===== src/swd_timeout_regs.svh =====
// timing counts and reset values for the single-wire debug timeout logic
// assumes all counts are in cycles of the serial debug clock
`ifndef SWD_TIMEOUT_REGS_SVH
`define SWD_TIMEOUT_REGS_SVH

// low time beyond which a host low pulse is a sync request
`define SWD_SYNC_LOW_CYC 128
// longest gap between falling edges while a transfer is open
`define SWD_GAP_TIMEOUT_CYC 512
// pause after the host releases, before the sync answer
`define SWD_SYNC_DELAY_CYC 16
// length of the driven low part of the sync answer
`define SWD_SYNC_DRIVE_CYC 128
// handshake protocol state after reset (off)
`define SWD_HANDSHAKE_RST 1'b0

`endif


===== src/swd_timeout_pkg.sv =====
// types shared by the single-wire debug timeout logic
// assumes the timing header is compiled alongside
package swd_timeout_pkg;

  // link supervisor states
  typedef enum logic [2:0] {
    ST_IDLE,        // waiting for a first falling edge
    ST_LOW,         // host holds the wire low
    ST_GAP,         // wire high between bits
    ST_SYNC_WAIT,   // sync seen, waiting for release
    ST_SYNC_DELAY,  // pause before answering
    ST_SYNC_DRIVE,  // answer: wire driven low
    ST_SYNC_PULSE   // answer: one-cycle high speedup
  } link_state_t;

  // status from the command layer
  typedef struct packed {
    logic xfer_partial;  // command or retrieval under way
    logic read_issued;   // pulse: read command taken
    logic ack_issued;    // pulse: acknowledge pulse sent
    logic ack_pending;   // an acknowledge is still owed
    logic hs_enable;     // pulse: handshake switched on
    logic hs_disable;    // pulse: handshake switched off
  } cmd_status_t;

  // one-cycle events back to the command layer
  typedef struct packed {
    logic soft_reset;   // drop pending command or read
    logic sync_detect;  // sync request recognised
    logic bit_valid;    // a normal bit low period ended
    logic ack_cancel;   // pending acknowledge aborted
  } link_events_t;

endpackage


===== src/swd_cycle_counter.sv =====
// saturating cycle counter with synchronous restart
// assumes a single clock and an active-low asynchronous reset
`timescale 1ns/10ps

module swd_cycle_counter #(
  parameter int WIDTH = 10
) (
  // clock and reset
  input wire logic i_core_clk,
  input wire logic i_rst_b,
  // control
  input wire logic i_restart,
  // count value
  output logic [WIDTH-1:0] o_count
);

  logic [WIDTH-1:0] count_reg; // cycles since last restart
  logic [WIDTH-1:0] count_next;

  // refuse widths the saturation test cannot serve
  if (WIDTH < 2)
  begin : g_bad_width
    $error("counter width too small");
  end

  // restart wins; otherwise count up and hold at the top
  always_comb
  begin
    count_next = count_reg;
    if (i_restart)
      count_next = '0;
    else if (count_reg != {WIDTH{1'b1}})
      count_next = count_reg + WIDTH'(1);
  end

  // plain register stage
  always_ff @(posedge i_core_clk or negedge i_rst_b)
  begin
    if (!i_rst_b)
      count_reg <= '0;
    else
      count_reg <= count_next;
  end

  assign o_count = count_reg;

endmodule // swd_cycle_counter


===== src/swd_link_supervisor.sv =====
// sync detection, sync answer and soft-reset timeout for the target end
// of the single-wire debug link; runs on the serial debug clock
// assumes the wire input is already synchronous to i_core_clk
//
// Notes on behaviour
// - low beyond 128 cycles is a sync request
// - after sync, wait for release without limit
// - release before 128 cycles is one bit
// - no falling edge within 512 cycles while a transfer or read is open: soft reset
// - handshake off: unretrieved read times out
// - handshake on: read wait timeout suspended
// - acknowledge pulse re-arms the 512 cycle timeout
// - after soft reset, next edge starts anew
// - partial transfer keeps the gap timeout armed
// - answer: wait high, 16 pause, 128 low, pulse
// - handshake protocol off after reset
// - sync cancels a pending acknowledge pulse
`timescale 1ns/10ps
`include "swd_timeout_regs.svh"

module swd_link_supervisor #(
  parameter int SYNC_LOW_CYC = `SWD_SYNC_LOW_CYC,
  parameter int GAP_TIMEOUT_CYC = `SWD_GAP_TIMEOUT_CYC,
  parameter int SYNC_DELAY_CYC = `SWD_SYNC_DELAY_CYC,
  parameter int SYNC_DRIVE_CYC = `SWD_SYNC_DRIVE_CYC,
  parameter int PHASE_W = 8,
  parameter int GAP_W = 10
) (
  // clock and reset
  input wire logic i_core_clk,
  input wire logic i_rst_b,
  // debug wire, split into level, drive value and enable
  input wire logic i_debug_wire_pin,
  output logic o_debug_wire_out,
  output logic o_debug_wire_oe,
  // command layer
  input swd_timeout_pkg::cmd_status_t i_cmd,
  output swd_timeout_pkg::link_events_t o_events,
  output logic [PHASE_W-1:0] o_bit_low_len,
  output logic o_handshake_on
);
  import swd_timeout_pkg::*;

  localparam logic [PHASE_W-1:0] SYNC_LOW = PHASE_W'(SYNC_LOW_CYC);
  localparam logic [PHASE_W-1:0] DELAY_END = PHASE_W'(SYNC_DELAY_CYC - 1);
  localparam logic [PHASE_W-1:0] DRIVE_END = PHASE_W'(SYNC_DRIVE_CYC - 1);
  localparam logic [GAP_W-1:0] GAP_LIMIT = GAP_W'(GAP_TIMEOUT_CYC);

  // refuse widths that cannot reach the counts
  if ((2 ** PHASE_W) - 1 <= SYNC_LOW_CYC ||
      (2 ** PHASE_W) < SYNC_DRIVE_CYC || SYNC_DELAY_CYC < 1 ||
      SYNC_DRIVE_CYC < 1 || (2 ** GAP_W) - 1 <= GAP_TIMEOUT_CYC)
  begin : g_bad_widths
    $error("counter widths too narrow for the counts");
  end

  link_state_t state_reg; // supervisor state
  link_state_t state_next;
  logic pin_prev_reg; // wire level one cycle back
  logic hs_reg; // handshake protocol on
  logic hs_next;
  logic read_wait_reg; // read data not yet being retrieved
  logic read_wait_next;
  logic ack_seen_reg; // acknowledge sent for the waiting read
  logic ack_seen_next;
  link_events_t ev_reg; // registered event pulses
  link_events_t ev_next;
  logic [PHASE_W-1:0] len_reg; // low length of last bit
  logic [PHASE_W-1:0] len_next;
  logic [PHASE_W-1:0] phase_cnt; // cycles in current phase
  logic [GAP_W-1:0] gap_cnt; // cycles since last falling edge or acknowledge during a read wait
  logic fall; // host falling edge, ignored during the sync answer pause, drive and pulse
  logic responding; // sync answer in progress
  logic armed; // gap timeout may fire
  logic suspended; // handshake holds the read timeout
  logic timeout; // gap limit reached while armed
  logic phase_restart;
  logic gap_restart;

  assign responding = (state_reg == ST_SYNC_DELAY) ||
                      (state_reg == ST_SYNC_DRIVE) ||
                      (state_reg == ST_SYNC_PULSE);
  assign fall = pin_prev_reg && !i_debug_wire_pin && !responding;

  // read waits count only when not held by the handshake
  assign suspended = read_wait_reg && hs_reg && !ack_seen_reg;
  assign armed = i_cmd.xfer_partial || (read_wait_reg && !suspended);
  // a restart in the same cycle wins over the limit
  assign timeout = (state_reg == ST_GAP) && armed && !gap_restart &&
                   (gap_cnt >= GAP_LIMIT);

  // phase time restarts on every change of state or edge
  assign phase_restart = (state_next != state_reg) || fall;
  // the ack restart gives the host a fresh window to collect data
  assign gap_restart = fall || (i_cmd.ack_issued && read_wait_reg);

  // gap between falling edges
  swd_cycle_counter #(
    .WIDTH(GAP_W)
  ) u_gap_cnt (
    .i_core_clk(i_core_clk),
    .i_rst_b(i_rst_b),
    .i_restart(gap_restart),
    .o_count(gap_cnt)
  );

  // time within a low pulse or sync answer step
  swd_cycle_counter #(
    .WIDTH(PHASE_W)
  ) u_phase_cnt (
    .i_core_clk(i_core_clk),
    .i_rst_b(i_rst_b),
    .i_restart(phase_restart),
    .o_count(phase_cnt)
  );

  // next state of the wire supervisor
  always_comb
  begin
    state_next = state_reg;
    unique case (state_reg)
      // fresh start after reset, soft reset or sync answer
      ST_IDLE:
      begin
        if (fall)
          state_next = ST_LOW;
      end
      // measure the host low time
      ST_LOW:
      begin
        if (i_debug_wire_pin)
          state_next = ST_GAP;
        else if (phase_cnt >= SYNC_LOW)
          state_next = ST_SYNC_WAIT;
      end
      // between bits; the timeout lives here
      ST_GAP:
      begin
        if (fall)
          state_next = ST_LOW;
        else if (timeout)
          state_next = ST_IDLE;
      end
      // no time limit on the host release
      ST_SYNC_WAIT:
      begin
        if (i_debug_wire_pin)
          state_next = ST_SYNC_DELAY;
      end
      // let the host speedup pulse die away
      ST_SYNC_DELAY:
      begin
        if (phase_cnt == DELAY_END)
          state_next = ST_SYNC_DRIVE;
      end
      // timed low reference for the host
      ST_SYNC_DRIVE:
      begin
        if (phase_cnt == DRIVE_END)
          state_next = ST_SYNC_PULSE;
      end
      // single high speedup cycle, then release
      ST_SYNC_PULSE:
      begin
        state_next = ST_IDLE;
      end
    endcase
  end

  // handshake mode, read tracking and event pulses
  always_comb
  begin
    hs_next = hs_reg;
    if (i_cmd.hs_enable)
      hs_next = 1'b1;
    else if (i_cmd.hs_disable)
      hs_next = 1'b0;
    ev_next = '0;
    ev_next.sync_detect = (state_reg == ST_LOW) &&
                          (state_next == ST_SYNC_WAIT);
    ev_next.ack_cancel = ev_next.sync_detect && i_cmd.ack_pending;
    ev_next.soft_reset = timeout;
    ev_next.bit_valid = (state_reg == ST_LOW) && (state_next == ST_GAP);
    len_next = ev_next.bit_valid ? phase_cnt : len_reg;
    // retrieval, timeout or sync end a read wait; a new read wins
    read_wait_next = read_wait_reg;
    ack_seen_next = ack_seen_reg;
    if (i_cmd.read_issued)
    begin
      read_wait_next = 1'b1;
      ack_seen_next = 1'b0;
    end
    else if (timeout || ev_next.sync_detect || fall)
    begin
      read_wait_next = 1'b0;
      ack_seen_next = 1'b0;
    end
    else if (i_cmd.ack_issued && read_wait_reg)
    begin
      ack_seen_next = 1'b1;
    end
  end

  // register stage for all supervisor state
  always_ff @(posedge i_core_clk or negedge i_rst_b)
  begin
    if (!i_rst_b)
    begin
      state_reg <= ST_IDLE;
      pin_prev_reg <= 1'b1;
      hs_reg <= `SWD_HANDSHAKE_RST;
      read_wait_reg <= 1'b0;
      ack_seen_reg <= 1'b0;
      ev_reg <= '0;
      len_reg <= '0;
    end
    else
    begin
      state_reg <= state_next;
      pin_prev_reg <= i_debug_wire_pin;
      hs_reg <= hs_next;
      read_wait_reg <= read_wait_next;
      ack_seen_reg <= ack_seen_next;
      ev_reg <= ev_next;
      len_reg <= len_next;
    end
  end

  // drive only during the answer; low first, then one high cycle
  assign o_debug_wire_oe = (state_reg == ST_SYNC_DRIVE) ||
                           (state_reg == ST_SYNC_PULSE);
  assign o_debug_wire_out = (state_reg == ST_SYNC_PULSE);
  assign o_events = ev_reg;
  assign o_bit_low_len = len_reg;
  assign o_handshake_on = hs_reg;
endmodule // swd_link_supervisor


===== config.mk =====
export PLATFORM = sky130hd
export DESIGN_NAME = swd_link_supervisor
export DESIGN_NICKNAME = d
export VERILOG_FILES = /design/src/swd_timeout_pkg.sv /design/src/swd_cycle_counter.sv /design/src/swd_link_supervisor.sv
export VERILOG_INCLUDE_DIRS = /design/src
export SDC_FILE = /design/constraint.sdc
export NUM_CORES = 1
export LEC_CHECK = 0
export BUFFER_PORTS_ARGS = -buffer_cell sky130_fd_sc_hd__buf_2
export CORE_MARGIN = 1
export CORE_UTILIZATION = 45
export CTS_CLUSTER_SIZE = 20
export DETAILED_ROUTE_END_ITERATION = 16
export PLACE_DENSITY = 0.71
export SYNTH_ARGS = -nofsm -noshare
export SYNTH_HDL_FRONTEND = slang
export SYNTH_SLANG_ARGS = --single-unit

===== constraint.sdc =====
create_clock -name i_core_clk -period 1.9 [get_ports i_core_clk]
set_clock_uncertainty 0.05 [all_clocks]
set_input_delay 0.38 -clock i_core_clk [delete_from_list [all_inputs] [get_ports i_core_clk]]
set_output_delay 0.38 -clock i_core_clk [all_outputs]
set_load 0.02 [all_outputs]

==> results of run 1 <==
worst min path at each step:
| stage | cells past startpoint | start | slack [ps] | to |
|---|---|---|---|---|
| CTS | 2 | i_rst_b | 90 | o_events[0]$_DFF_PN0_ |
| floorplan | 0 | i_rst_b | 30 | ack_seen_reg$_DFFE_PN0P_ |
| finish | 2 | i_rst_b | 70 | o_handshake_on$_DFFE_PN0P_ |
| global placement | 2 | i_rst_b | 410 | o_handshake_on$_DFFE_PN0P_ |
| detailed placement | 2 | i_rst_b | 410 | o_events[0]$_DFF_PN0_ |
| global route | 2 | i_rst_b | 120 | o_handshake_on$_DFFE_PN0P_ |
critical path: cells and delay by family, from the launching register on:
kind            cells  cell delay (ps)
flops               1              450
simple gates        1              360
buf+inv             1              150
compound gates      1              140
layout by cell type, fill, tap and decap left out, drive strengths merged, types with 4 or more instances in the layout:
cell / instances
a21o: 5
a21oi: 8
a31oi: 5
and2: 4
and3: 5
buf: 41
clkbuf: 6
dfrtp: 36
ha: 4
inv: 8
mux2: 8
mux2i: 4
nand2: 16
nand3: 5
nand4: 5
nor2: 20
nor3: 6
o21ai: 8
xor2: 5
cell usage after synthesis (2+ instances only):
| cell type | n |
|---|---|
| xnor2_1 | 2 |
| nand2b_1 | 2 |
| mux2i_1 | 4 |
| nor2_1 | 19 |
| mux2_2 | 8 |
| a21o_1 | 4 |
| a21oi_2 | 2 |
| o21ai_0 | 7 |
| nand4_1 | 5 |
| a2111oi_2 | 2 |
| nand3_1 | 4 |
| xor2_1 | 5 |
| buf_6 | 4 |
| and2_1 | 4 |
| clkbuf_8 | 2 |
| nor2b_1 | 3 |
| o211ai_1 | 2 |
| nor3_1 | 6 |
| a21oi_1 | 6 |
| nand2_1 | 16 |
| nor4_1 | 2 |
| a31oi_1 | 4 |
| and3_1 | 5 |
| inv_1 | 8 |
| ha_1 | 4 |
| dfrtp_1 | 36 |
cells by family (layout without fill, tap and decap cells):
group	after synthesis	count (layout)
adders and majority gates	4	4
AOI/OAI and AO/OA	36	36
buffers and inverters	16	57
xor gates and xnor gates	7	7
DFF	37	37
and+or+nand+nor	78	78
muxes	12	12
cell type report:
class,instances,area (µm²)
Clock buffer,6,72.6
Clock inverter,2,10.0
Fill cell,357,1780
Inverter,8,30.0
Multi-Input combinational cell,137,973
Sequential cell,37,930
Tap cell,50,62.6
Timing Repair Buffer,41,253
report_power, final:
part           total (mW)  internal [mW]  switching [mW]
registers            1.05          0.924           0.123
logic                1.13          0.477           0.653
clock network       0.541          0.254           0.287
total                2.72           1.66            1.06
metal layers:
metal | vias up | wire (µm)
met2 | 32 | 1860
met5 | - | 0
li1 | 753 | -
met1 | 742 | 1860
met4 | 0 | 88
met3 | 8 | 151
repair_timing:
item                       4_1_cts  5_1_grt
setup buffers                    0        3
gates resized for setup          2        6
pin swaps                        0        1
hold buffers                     0        0
setup endpoints to repair        1       13
==> out/metrics.yaml, run 1 <==
outcome:
  status: "finished clean"
die:
  die_w_um: 68.5
  die_y_um: 68.5
  io_pins: 24
  core_um2: 4120
  start_util: 0.484
  rows: 23
  design.die.area_um2: 4690
routing:
  routedWlPerCell_um: 14.1
  routed_wl_um: 3960
  drt-pass1-iter-count: 4
  dr.first_iter.drc_count: 92
  viasPerCell: 5.46
  ant_nets: 0
  num_vias: 1535
  drc_errors: 0
placed_design:
  gp_congestion: 0.888
  io_buffers: 23
  dp_hpwl_um: 2800
  pre_cts_slack_ps: 37.8
  placed_cells: 270
  placed_area_um2: 2200
sta:
  hold_viol_final: 0
  max_freq_ghz: 0.548
  relSlewSlack: 0.683
  setup_tns_ps: 0
  holdWs_ps: 70.1
  slew_violations: 0
  setup_viol: 0
  period_share: 0.960
  fin_crit_ps: 1820
  rsz0062_at_grt: "yes"
  fin_ws_ps: 75.3
  tightest_slew_ps: 475
grt:
  busiest_layer: "met2"
  use_met2: 0.303
  grt_first_pass_wirelength_um: 6580
  grt_usage: 0.193
  grt.overflow.total: 0
  globalRouteMet1Util: 0.247
  grt_pass1_vias: 1447
  grtUsageMet3: 0.0543
  grt_max_degree: 38
  antenna_found_initial: 0
logic_synthesis:
  synth_edf_count: 0
  synthCells: 190
  synth_simple_gate_area_frac: 0.219
  ys_ff_latch: 37
  synth-xor-area-share: 0.0308
  synthMuxAreaShare: 0.0654
  synthTopCellsByArea: "dfrtp_1, mux2_2, nor2_1"
  syn-num-nets: 203
  synth_compound_area_frac: 0.138
  synth_fa_ha_area_frac: 0.0251
  avgSynthCellArea_um2: 10.5
  synth_area_um2: 1990
  synthDistinctLibCells: 50
  yosysWarnings: 0
  ys_seq_area_frac: 0.466
  async_flop_share: 1.00
  synth-main-ff-cell: "dfrtp_1"
  yosysTopAreaCellShare: 0.453
  synth_top_family_by_area: "simple AND/OR/NAND/NOR gates"
  synth_top_cell_by_area: "dfrtp_1"
critical_path:
  reg2regPathDepth: 6
  end_kind: "output pin"
  slowest_stage: "dfrtp_2"
  path_max_fanout: 8
  worstPathCellList: "or2b_2, o21ai_1, buf_4"
  critPathCapture: "o_debug_wire_oe"
  timing.rr.start: "state_reg[1]$_DFF_PN0_"
  path_class: "reg -> out"
  rrSetupSlack_ps: 110
  r2r_end: "u_phase_cnt.o_count[3]$_DFFE_PN0P_"
  cp-start-kind: "flop"
  required_ps: 1470
  crit_arrival_ps: 1390
  cpPeakStageDelay_ps: 450
  critPathLaunch: "state_reg[0]$_DFF_PN0_"
finish:
  largest_reg_flops: 10
  final_area_um2: 2330
  n_antenna_cell: 0
  finalNonFillerCells: 281
  area_delta_synth_final_pct: 17.1
  final_layout_size_suffix_gt1_frac: 0.333
  postLayoutCoreUtil: 0.566
  finalNetCount: 243
min_path:
  hp-class: "in -> async"
clock_tree:
  cts_tree: "built"
  clock_path_buffers: 2
  clk_latency_ps: 290
  clk_pin_slew_ps: 70
  numCtsBuffers: 5
  cts_root_buffer: "clkbuf_8"
  cts_max_level: 2
  cts.sinks: 37
power_and_ir_drop:
  pwr_density_cell_nw_per_um2: 1170
  power_mw: 2.72
  p_leak_nw: 1.09
  max-vdd-ir-drop_v: 0.000540
run:
  drv_cap: 0
(Power assumes the default switching activity.)
==> run 2: changes to the inputs <==
PLACE_DENSITY = 0.63   (was 0.71)
clock period = 2 ns   (was 1.9 ns; I/O delays follow)
==> run 2 against run 1 <==
Compared with the run above:
- routed wire length decreased by 2.7%
- critical path depth unchanged
- register-to-register slack about the same
- core utilization decreased by 2.4 points
- hold slack improved by 21 ps
- die area unchanged
- clock power decreased by 4.4%
- combinational power decreased by 17%
- final cell count decreased by 4.3%
- setup slack improved by 2.4 ps
- global-route usage decreased by 0.78 points
- highest routed layer unchanged
- power decreased by 8.8%
==> out/metrics.yaml, run 2 (synthesis gave the netlist of run 1 again) <==
finish:
  regArea_um2: 928  # -0.13%
  final_cell_mix: "dfrtp_1, buf_2, nor2_1, nand2_1"
  final_layout_size_suffix_gt1_frac: 0.292  # -0.0411
  finalNonFillerCells: 269  # -4.3%
  n_antenna_cell: 0  # unchanged
  final_common_cell: "dfrtp_1"
  final_area_um2: 2230  # -4.2%
  multi_input_area_um2: 957  # -1.7%
  nFillCells: 384  # +7.6%
  largest_reg_flops: 10  # unchanged
  finalNetCount: 232  # -4.5%
  area_delta_synth_final_pct: 12.1
critical_path:
  required_ps: 1550  # +80 ps
  cp-start-kind: "flop"
  crit_arrival_ps: 1470  # +80 ps
  end_kind: "output pin"
  path_class: "reg -> out"
  cpLargestDelayFamily: "flip-flops"
  worstPathCellList: "or2b_2, o21ai_0, buf_2"
  worstPathBufferInverterCount: 1  # unchanged
  slowest_stage: "dfrtp_1"
  cpPeakStageDelay_ps: 470  # +20 ps
  path_max_fanout: 9  # +1
die:
  die_y_um: 68.5  # unchanged
  io_pins: 24  # unchanged
  core_um2: 4120  # unchanged
  die_w_um: 68.5  # unchanged
  design.die.area_um2: 4690  # unchanged
  rows: 23  # unchanged
  start_util: 0.484  # unchanged
grt:
  grt_first_pass_wirelength_um: 6280  # -4.6%
  antenna_found_initial: 0  # unchanged
  grt_usage: 0.185  # -0.00783
  grt.overflow.total: 0  # unchanged
  grt_max_degree: 38  # unchanged
  grt_pass1_vias: 1388  # -4.1%
sta:
  hold_viol_final: 0  # unchanged
  fin_crit_ps: 1920
  rsz0062_at_grt: "no"
  slew_violations: 0  # unchanged
  relSlewSlack: 0.688  # +0.00474
  setup_tns_ps: 0  # unchanged
  period_share: 0.961
  fin_ws_ps: 77.7  # +2.39 ps
  tightest_slew_ps: 468  # -7.10 ps
  setup_viol: 0  # unchanged
  max_freq_ghz: 0.520
routing:
  dr.first_iter.drc_count: 155  # +68%
  num_vias: 1455  # -5.2%
  routedWlPerCell_um: 14.3  # +1.7%
  routed_wl_um: 3850  # -2.7%
  drc_errors: 0  # unchanged
  route.met2.wl_um: 1830  # -1.6%
  ant_nets: 0  # unchanged
  wl_met3_um: 133  # -12%
  top_layer_used: "met4"
  met1_length_um: 1800  # -3.2%
  drt-pass1-iter-count: 4  # unchanged
  viasPerCell: 5.41  # -0.98%
power_and_ir_drop:
  power_mw: 2.48  # -8.8%
  p_int_mw: 1.53  # -7.5%
  max-vdd-ir-drop_v: 0.000494  # -8.7%
  power_switching_share: 0.383  # -0.00842
  p_leak_nw: 1.04  # -5.1%
  pwr_density_cell_nw_per_um2: 1110  # -4.8%
  power.share.clock: 0.209  # +0.010
  switching_power_mw: 0.948  # -11%
  p_comb_frac: 0.378  # -0.038
  seq_power_share: 0.414  # +0.029
clock_tree:
  numCtsBuffers: 5  # unchanged
  cts.sinks: 37  # unchanged
  clock_path_buffers: 2  # unchanged
  cts_tree: "built"
  post-cts-setup-buffers: 0  # unchanged
  clk_latency_ps: 280  # about the same
  clk_pin_slew_ps: 70  # about the same
  cts_root_buffer: "clkbuf_8"
  cts-hold-fix-buffers: 0  # unchanged
  cts_max_level: 2  # unchanged
placed_design:
  pre_cts_slack_ps: 92.9  # +55.1 ps
  placed_area_um2: 2140  # -2.7%
  io_buffers: 23  # unchanged
  placed_cells: 262  # -3.0%
  gp_congestion: 0.903  # +1.7%
  dp_hpwl_um: 2800  # +0.21%
run:
  drv_cap: 0  # unchanged
outcome:
  status: "finished clean"
min_path:
  hp-class: "in -> async"
-- run 2: final cells by class --
class,count,share of cell area
flip-flops and latches,37,0.416
inverters,8,0.0135
well taps,50,0.0280
clock buffers,7,0.0387
multi-input cells,137,0.429
repair buffers,30,0.0751
-- run 2: through the flow --
stage	utilization	hold WS, ps
after floorplan	-	54.4
after CTS	0.541	114
final	0.542	90.8
after detailed placement	0.520	426
after global placement	0.520	420
after global routing	0.542	148
-- run 2: timing repair --
action / CTS / global route
setup endpoints to repair: 1 / 3
resized for setup: 1 / 2
hold endpoints to repair: 0 / 0
pin swaps: 0 / 1
-- run 2: final timing paths --
check / slack, ps / from / end / cells past startpoint
hold reg to reg: 450 / o_bit_low_len[0]$_DFFE_PN0P_ / o_bit_low_len[0]$_DFFE_PN0P_ / 1
setup / recovery: 80 / state_reg[0]$_DFF_PN0_ / o_debug_wire_oe / 3
hold / removal: 90 / i_rst_b / state_reg[2]$_DFF_PN0_ / 2
setup reg to reg: 110 / u_phase_cnt.o_count[0]$_DFFE_PN0P_ / ack_seen_reg$_DFFE_PN0P_ / 6
max in group asynchronous: 1460 / i_rst_b / o_bit_low_len[0]$_DFFE_PN0P_ / 2
min in group i_core_clk: 220 / i_debug_wire_pin / pin_prev_reg$_DFF_PN1_ / 1
-- run 2: routing by layer --
metal  GRT usage  vias up
li1            -      727
met3      0.0510        8
met1       0.240      695
met5           0        -
met2       0.293       25
met4      0.0729        0
-- run 2: power by group through the flow --
| stage | clock [mW] | sequential (mW) | combinational, mW |
|---|---|---|---|
| global placement | 0 | 1.03 | 0.917 |
| detailed placement | 0 | 1.03 | 0.932 |
| floorplan | 0 | 1.02 | 0.742 |
| global route | 0.565 | 1.05 | 1.02 |
| finish | 0.517 | 1.02 | 0.936 |
| CTS | 0.535 | 1.02 | 0.936 |
==> run 3: changes to the inputs <==
BUFFER_PORTS_ARGS = -buffer_cell sky130_fd_sc_hd__buf_4   (was -buffer_cell sky130_fd_sc_hd__buf_2)
==> run 3 against run 2 <==
Compared with the run above:
- sequential share of layout area down 0.81 points
- flip-flop and latch count unchanged
- routed wire length up 2.8%
- count of clock-buffer cells in the layout down 1
- non-clock buffer count down 1
- highest routed layer unchanged
==> out/metrics.yaml, run 3 (synthesis gave the netlist of run 1 again) <==
power_and_ir_drop:
  p_leak_nw: 1.04  # +0.24%
  p_int_mw: 1.54  # +0.70%
  switching_power_mw: 0.971  # +2.4%
  max-vdd-ir-drop_v: 0.000575  # +17%
  power.share.clock: 0.196  # -0.013
  power_switching_share: 0.386  # +0.00394
  p_comb_frac: 0.401  # +0.023
  seq_power_share: 0.403  # -0.011
  pwr_density_cell_nw_per_um2: 1100  # -0.77%
critical_path:
  rrSetupSlack_ps: 130  # +20 ps
  cp-start-kind: "flop"
  crit_arrival_ps: 1430  # -40 ps
  path_max_fanout: 6  # -3
  end_kind: "output pin"
  required_ps: 1550  # about the same
  path_class: "reg -> out"
routing:
  routed_wl_um: 3960  # +2.8%
  viasPerCell: 5.58  # +3.2%
  routedWlPerCell_um: 14.7  # +2.8%
  num_vias: 1502  # +3.2%
  ant_nets: 0  # unchanged
  drt-pass1-iter-count: 4  # unchanged
  dr.first_iter.drc_count: 103  # -34%
  drc_errors: 0  # unchanged
grt:
  grt_first_pass_wirelength_um: 6870  # +9.4%
  grt_pass1_vias: 1491  # +7.4%
  grt_usage: 0.203  # +0.0173
  grt_max_degree: 38  # unchanged
  antenna_found_initial: 0  # unchanged
  grt.overflow.total: 0  # unchanged
clock_tree:
  cts_root_buffer: "clkbuf_8"
  numCtsBuffers: 5  # unchanged
  clk_pin_slew_ps: 70  # about the same
  cts-hold-fix-buffers: 0  # unchanged
  cts_tree: "built"
  cts_max_level: 2  # unchanged
  clock_path_buffers: 2  # unchanged
  clk_latency_ps: 290  # about the same
  cts.sinks: 37  # unchanged
die:
  start_util: 0.484  # unchanged
  core_um2: 4120  # unchanged
  rows: 23  # unchanged
  die_w_um: 68.5  # unchanged
  io_pins: 24  # unchanged
  die_y_um: 68.5  # unchanged
  design.die.area_um2: 4690  # unchanged
outcome:
  status: "finished clean"
sta:
  setup_tns_ps: 0  # unchanged
  relSlewSlack: 0.683  # -0.00452
  slew_violations: 0  # unchanged
  tightest_slew_ps: 472  # +3.15 ps
  period_share: 0.940  # -0.0215
  hold_viol_final: 0  # unchanged
  max_freq_ghz: 0.532  # +2.3%
  fin_crit_ps: 1880  # -43.0 ps
  setup_viol: 0  # unchanged
  rsz0062_at_grt: "no"
finish:
  n_antenna_cell: 0  # unchanged
  final_common_cell: "dfrtp_1"
  finalNetCount: 231  # -0.43%
  area_delta_synth_final_pct: 14.5
  final_cell_mix: "dfrtp_1, buf_4, nor2_1, nand2_1"
  largest_reg_flops: 10  # unchanged
  postLayoutCoreUtil: 0.554  # +0.0116
  final_layout_size_suffix_gt1_frac: 0.297  # +0.00457
placed_design:
  dp_hpwl_um: 2890  # +3.2%
  gp_congestion: 0.890  # -1.5%
  io_buffers: 23  # unchanged
min_path:
  hp-class: "in -> async"
run:
  drv_cap: 0  # unchanged
[run 3: changes by cell type in the layout (fill, tap and decap cells not counted), sizes merged]
cell,delta
clkbuf,-1
buf,-1
clkinv,+2
[run 3: per-layer routing]
metal | GRT usage | routed length (µm) | part of all wire | up-vias
li1 | - | - | - | 729
met1 | 0.244 | 1830 | 0.46 | 732
met2 | 0.332 | 1930 | 0.49 | 35
met3 | 0.0625 | 135 | 0.034 | 6
met4 | 0.0885 | 61 | 0.015 | 0
met5 | 0 | 0 | 0 | -
[run 3: layout make-up]
type / count / area (µm²)
clock buffers: 6 / 72.6
well taps: 50 / 62.6
repair buffers: 29 / 218
fillers: 384 / 1840
clock inverters: 2 / 10.0
flip-flops and latches: 37 / 930
inverters: 8 / 30.0
multi-input cells: 137 / 957
[run 3: power by group through the flow]
stage	combinational [mW]	clock, mW	sequential (mW)
final	1.01	0.492	1.01
after global routing	1.11	0.549	1.03
after CTS	0.991	0.513	1.01
after detailed placement	0.987	0	1.02
after global placement	0.969	0	1.01
after floorplan	0.742	0	1.02
[run 3: final timing paths]
path | from | to | cells after the start
max reg2reg | u_phase_cnt.o_count[1]$_DFFE_PN0P_ | ack_seen_reg$_DFFE_PN0P_ | 6
min reg2reg | o_bit_low_len[1]$_DFFE_PN0P_ | o_bit_low_len[1]$_DFFE_PN0P_ | 1
max | state_reg[0]$_DFF_PN0_ | o_debug_wire_oe | 3
max in group asynchronous | i_rst_b | u_phase_cnt.o_count[0]$_DFFE_PN0P_ | 1
min | i_rst_b | state_reg[2]$_DFF_PN0_ | 1
min in group i_core_clk | i_debug_wire_pin | pin_prev_reg$_DFF_PN1_ | 1
[run 3: timing repair]
| action | 4_1_cts | 5_1_grt |
|---|---|---|
| buffers inserted | 0 | 1 |
| gates resized for setup | 0 | 4 |
| endpoints found under the setup margin | 0 | 9 |
[run 3: per-stage QoR]
stage / total power [mW] / setup WS [ps] / hold slack (ps) / instances / area, µm²
after floorplan: 1.77 / 221 / 54.4 / 190 / 1990
after global routing: 2.69 / 3.82 / 40.5 / 269 / 2280
after detailed placement: 2.01 / 81.0 / 345 / 260 / 2180
after global placement: 1.98 / 140 / 341 / 260 / 2180
after CTS: 2.51 / 41.8 / 27.6 / 268 / 2260
final: 2.51 / 121 / 16.7 / 269 / 2280
[run 3: worst max-delay path: stages, from the launching register on]
cell	delay, ps
dfrtp_1	440
or2b_2	370
o21ai_0	170
buf_4	160
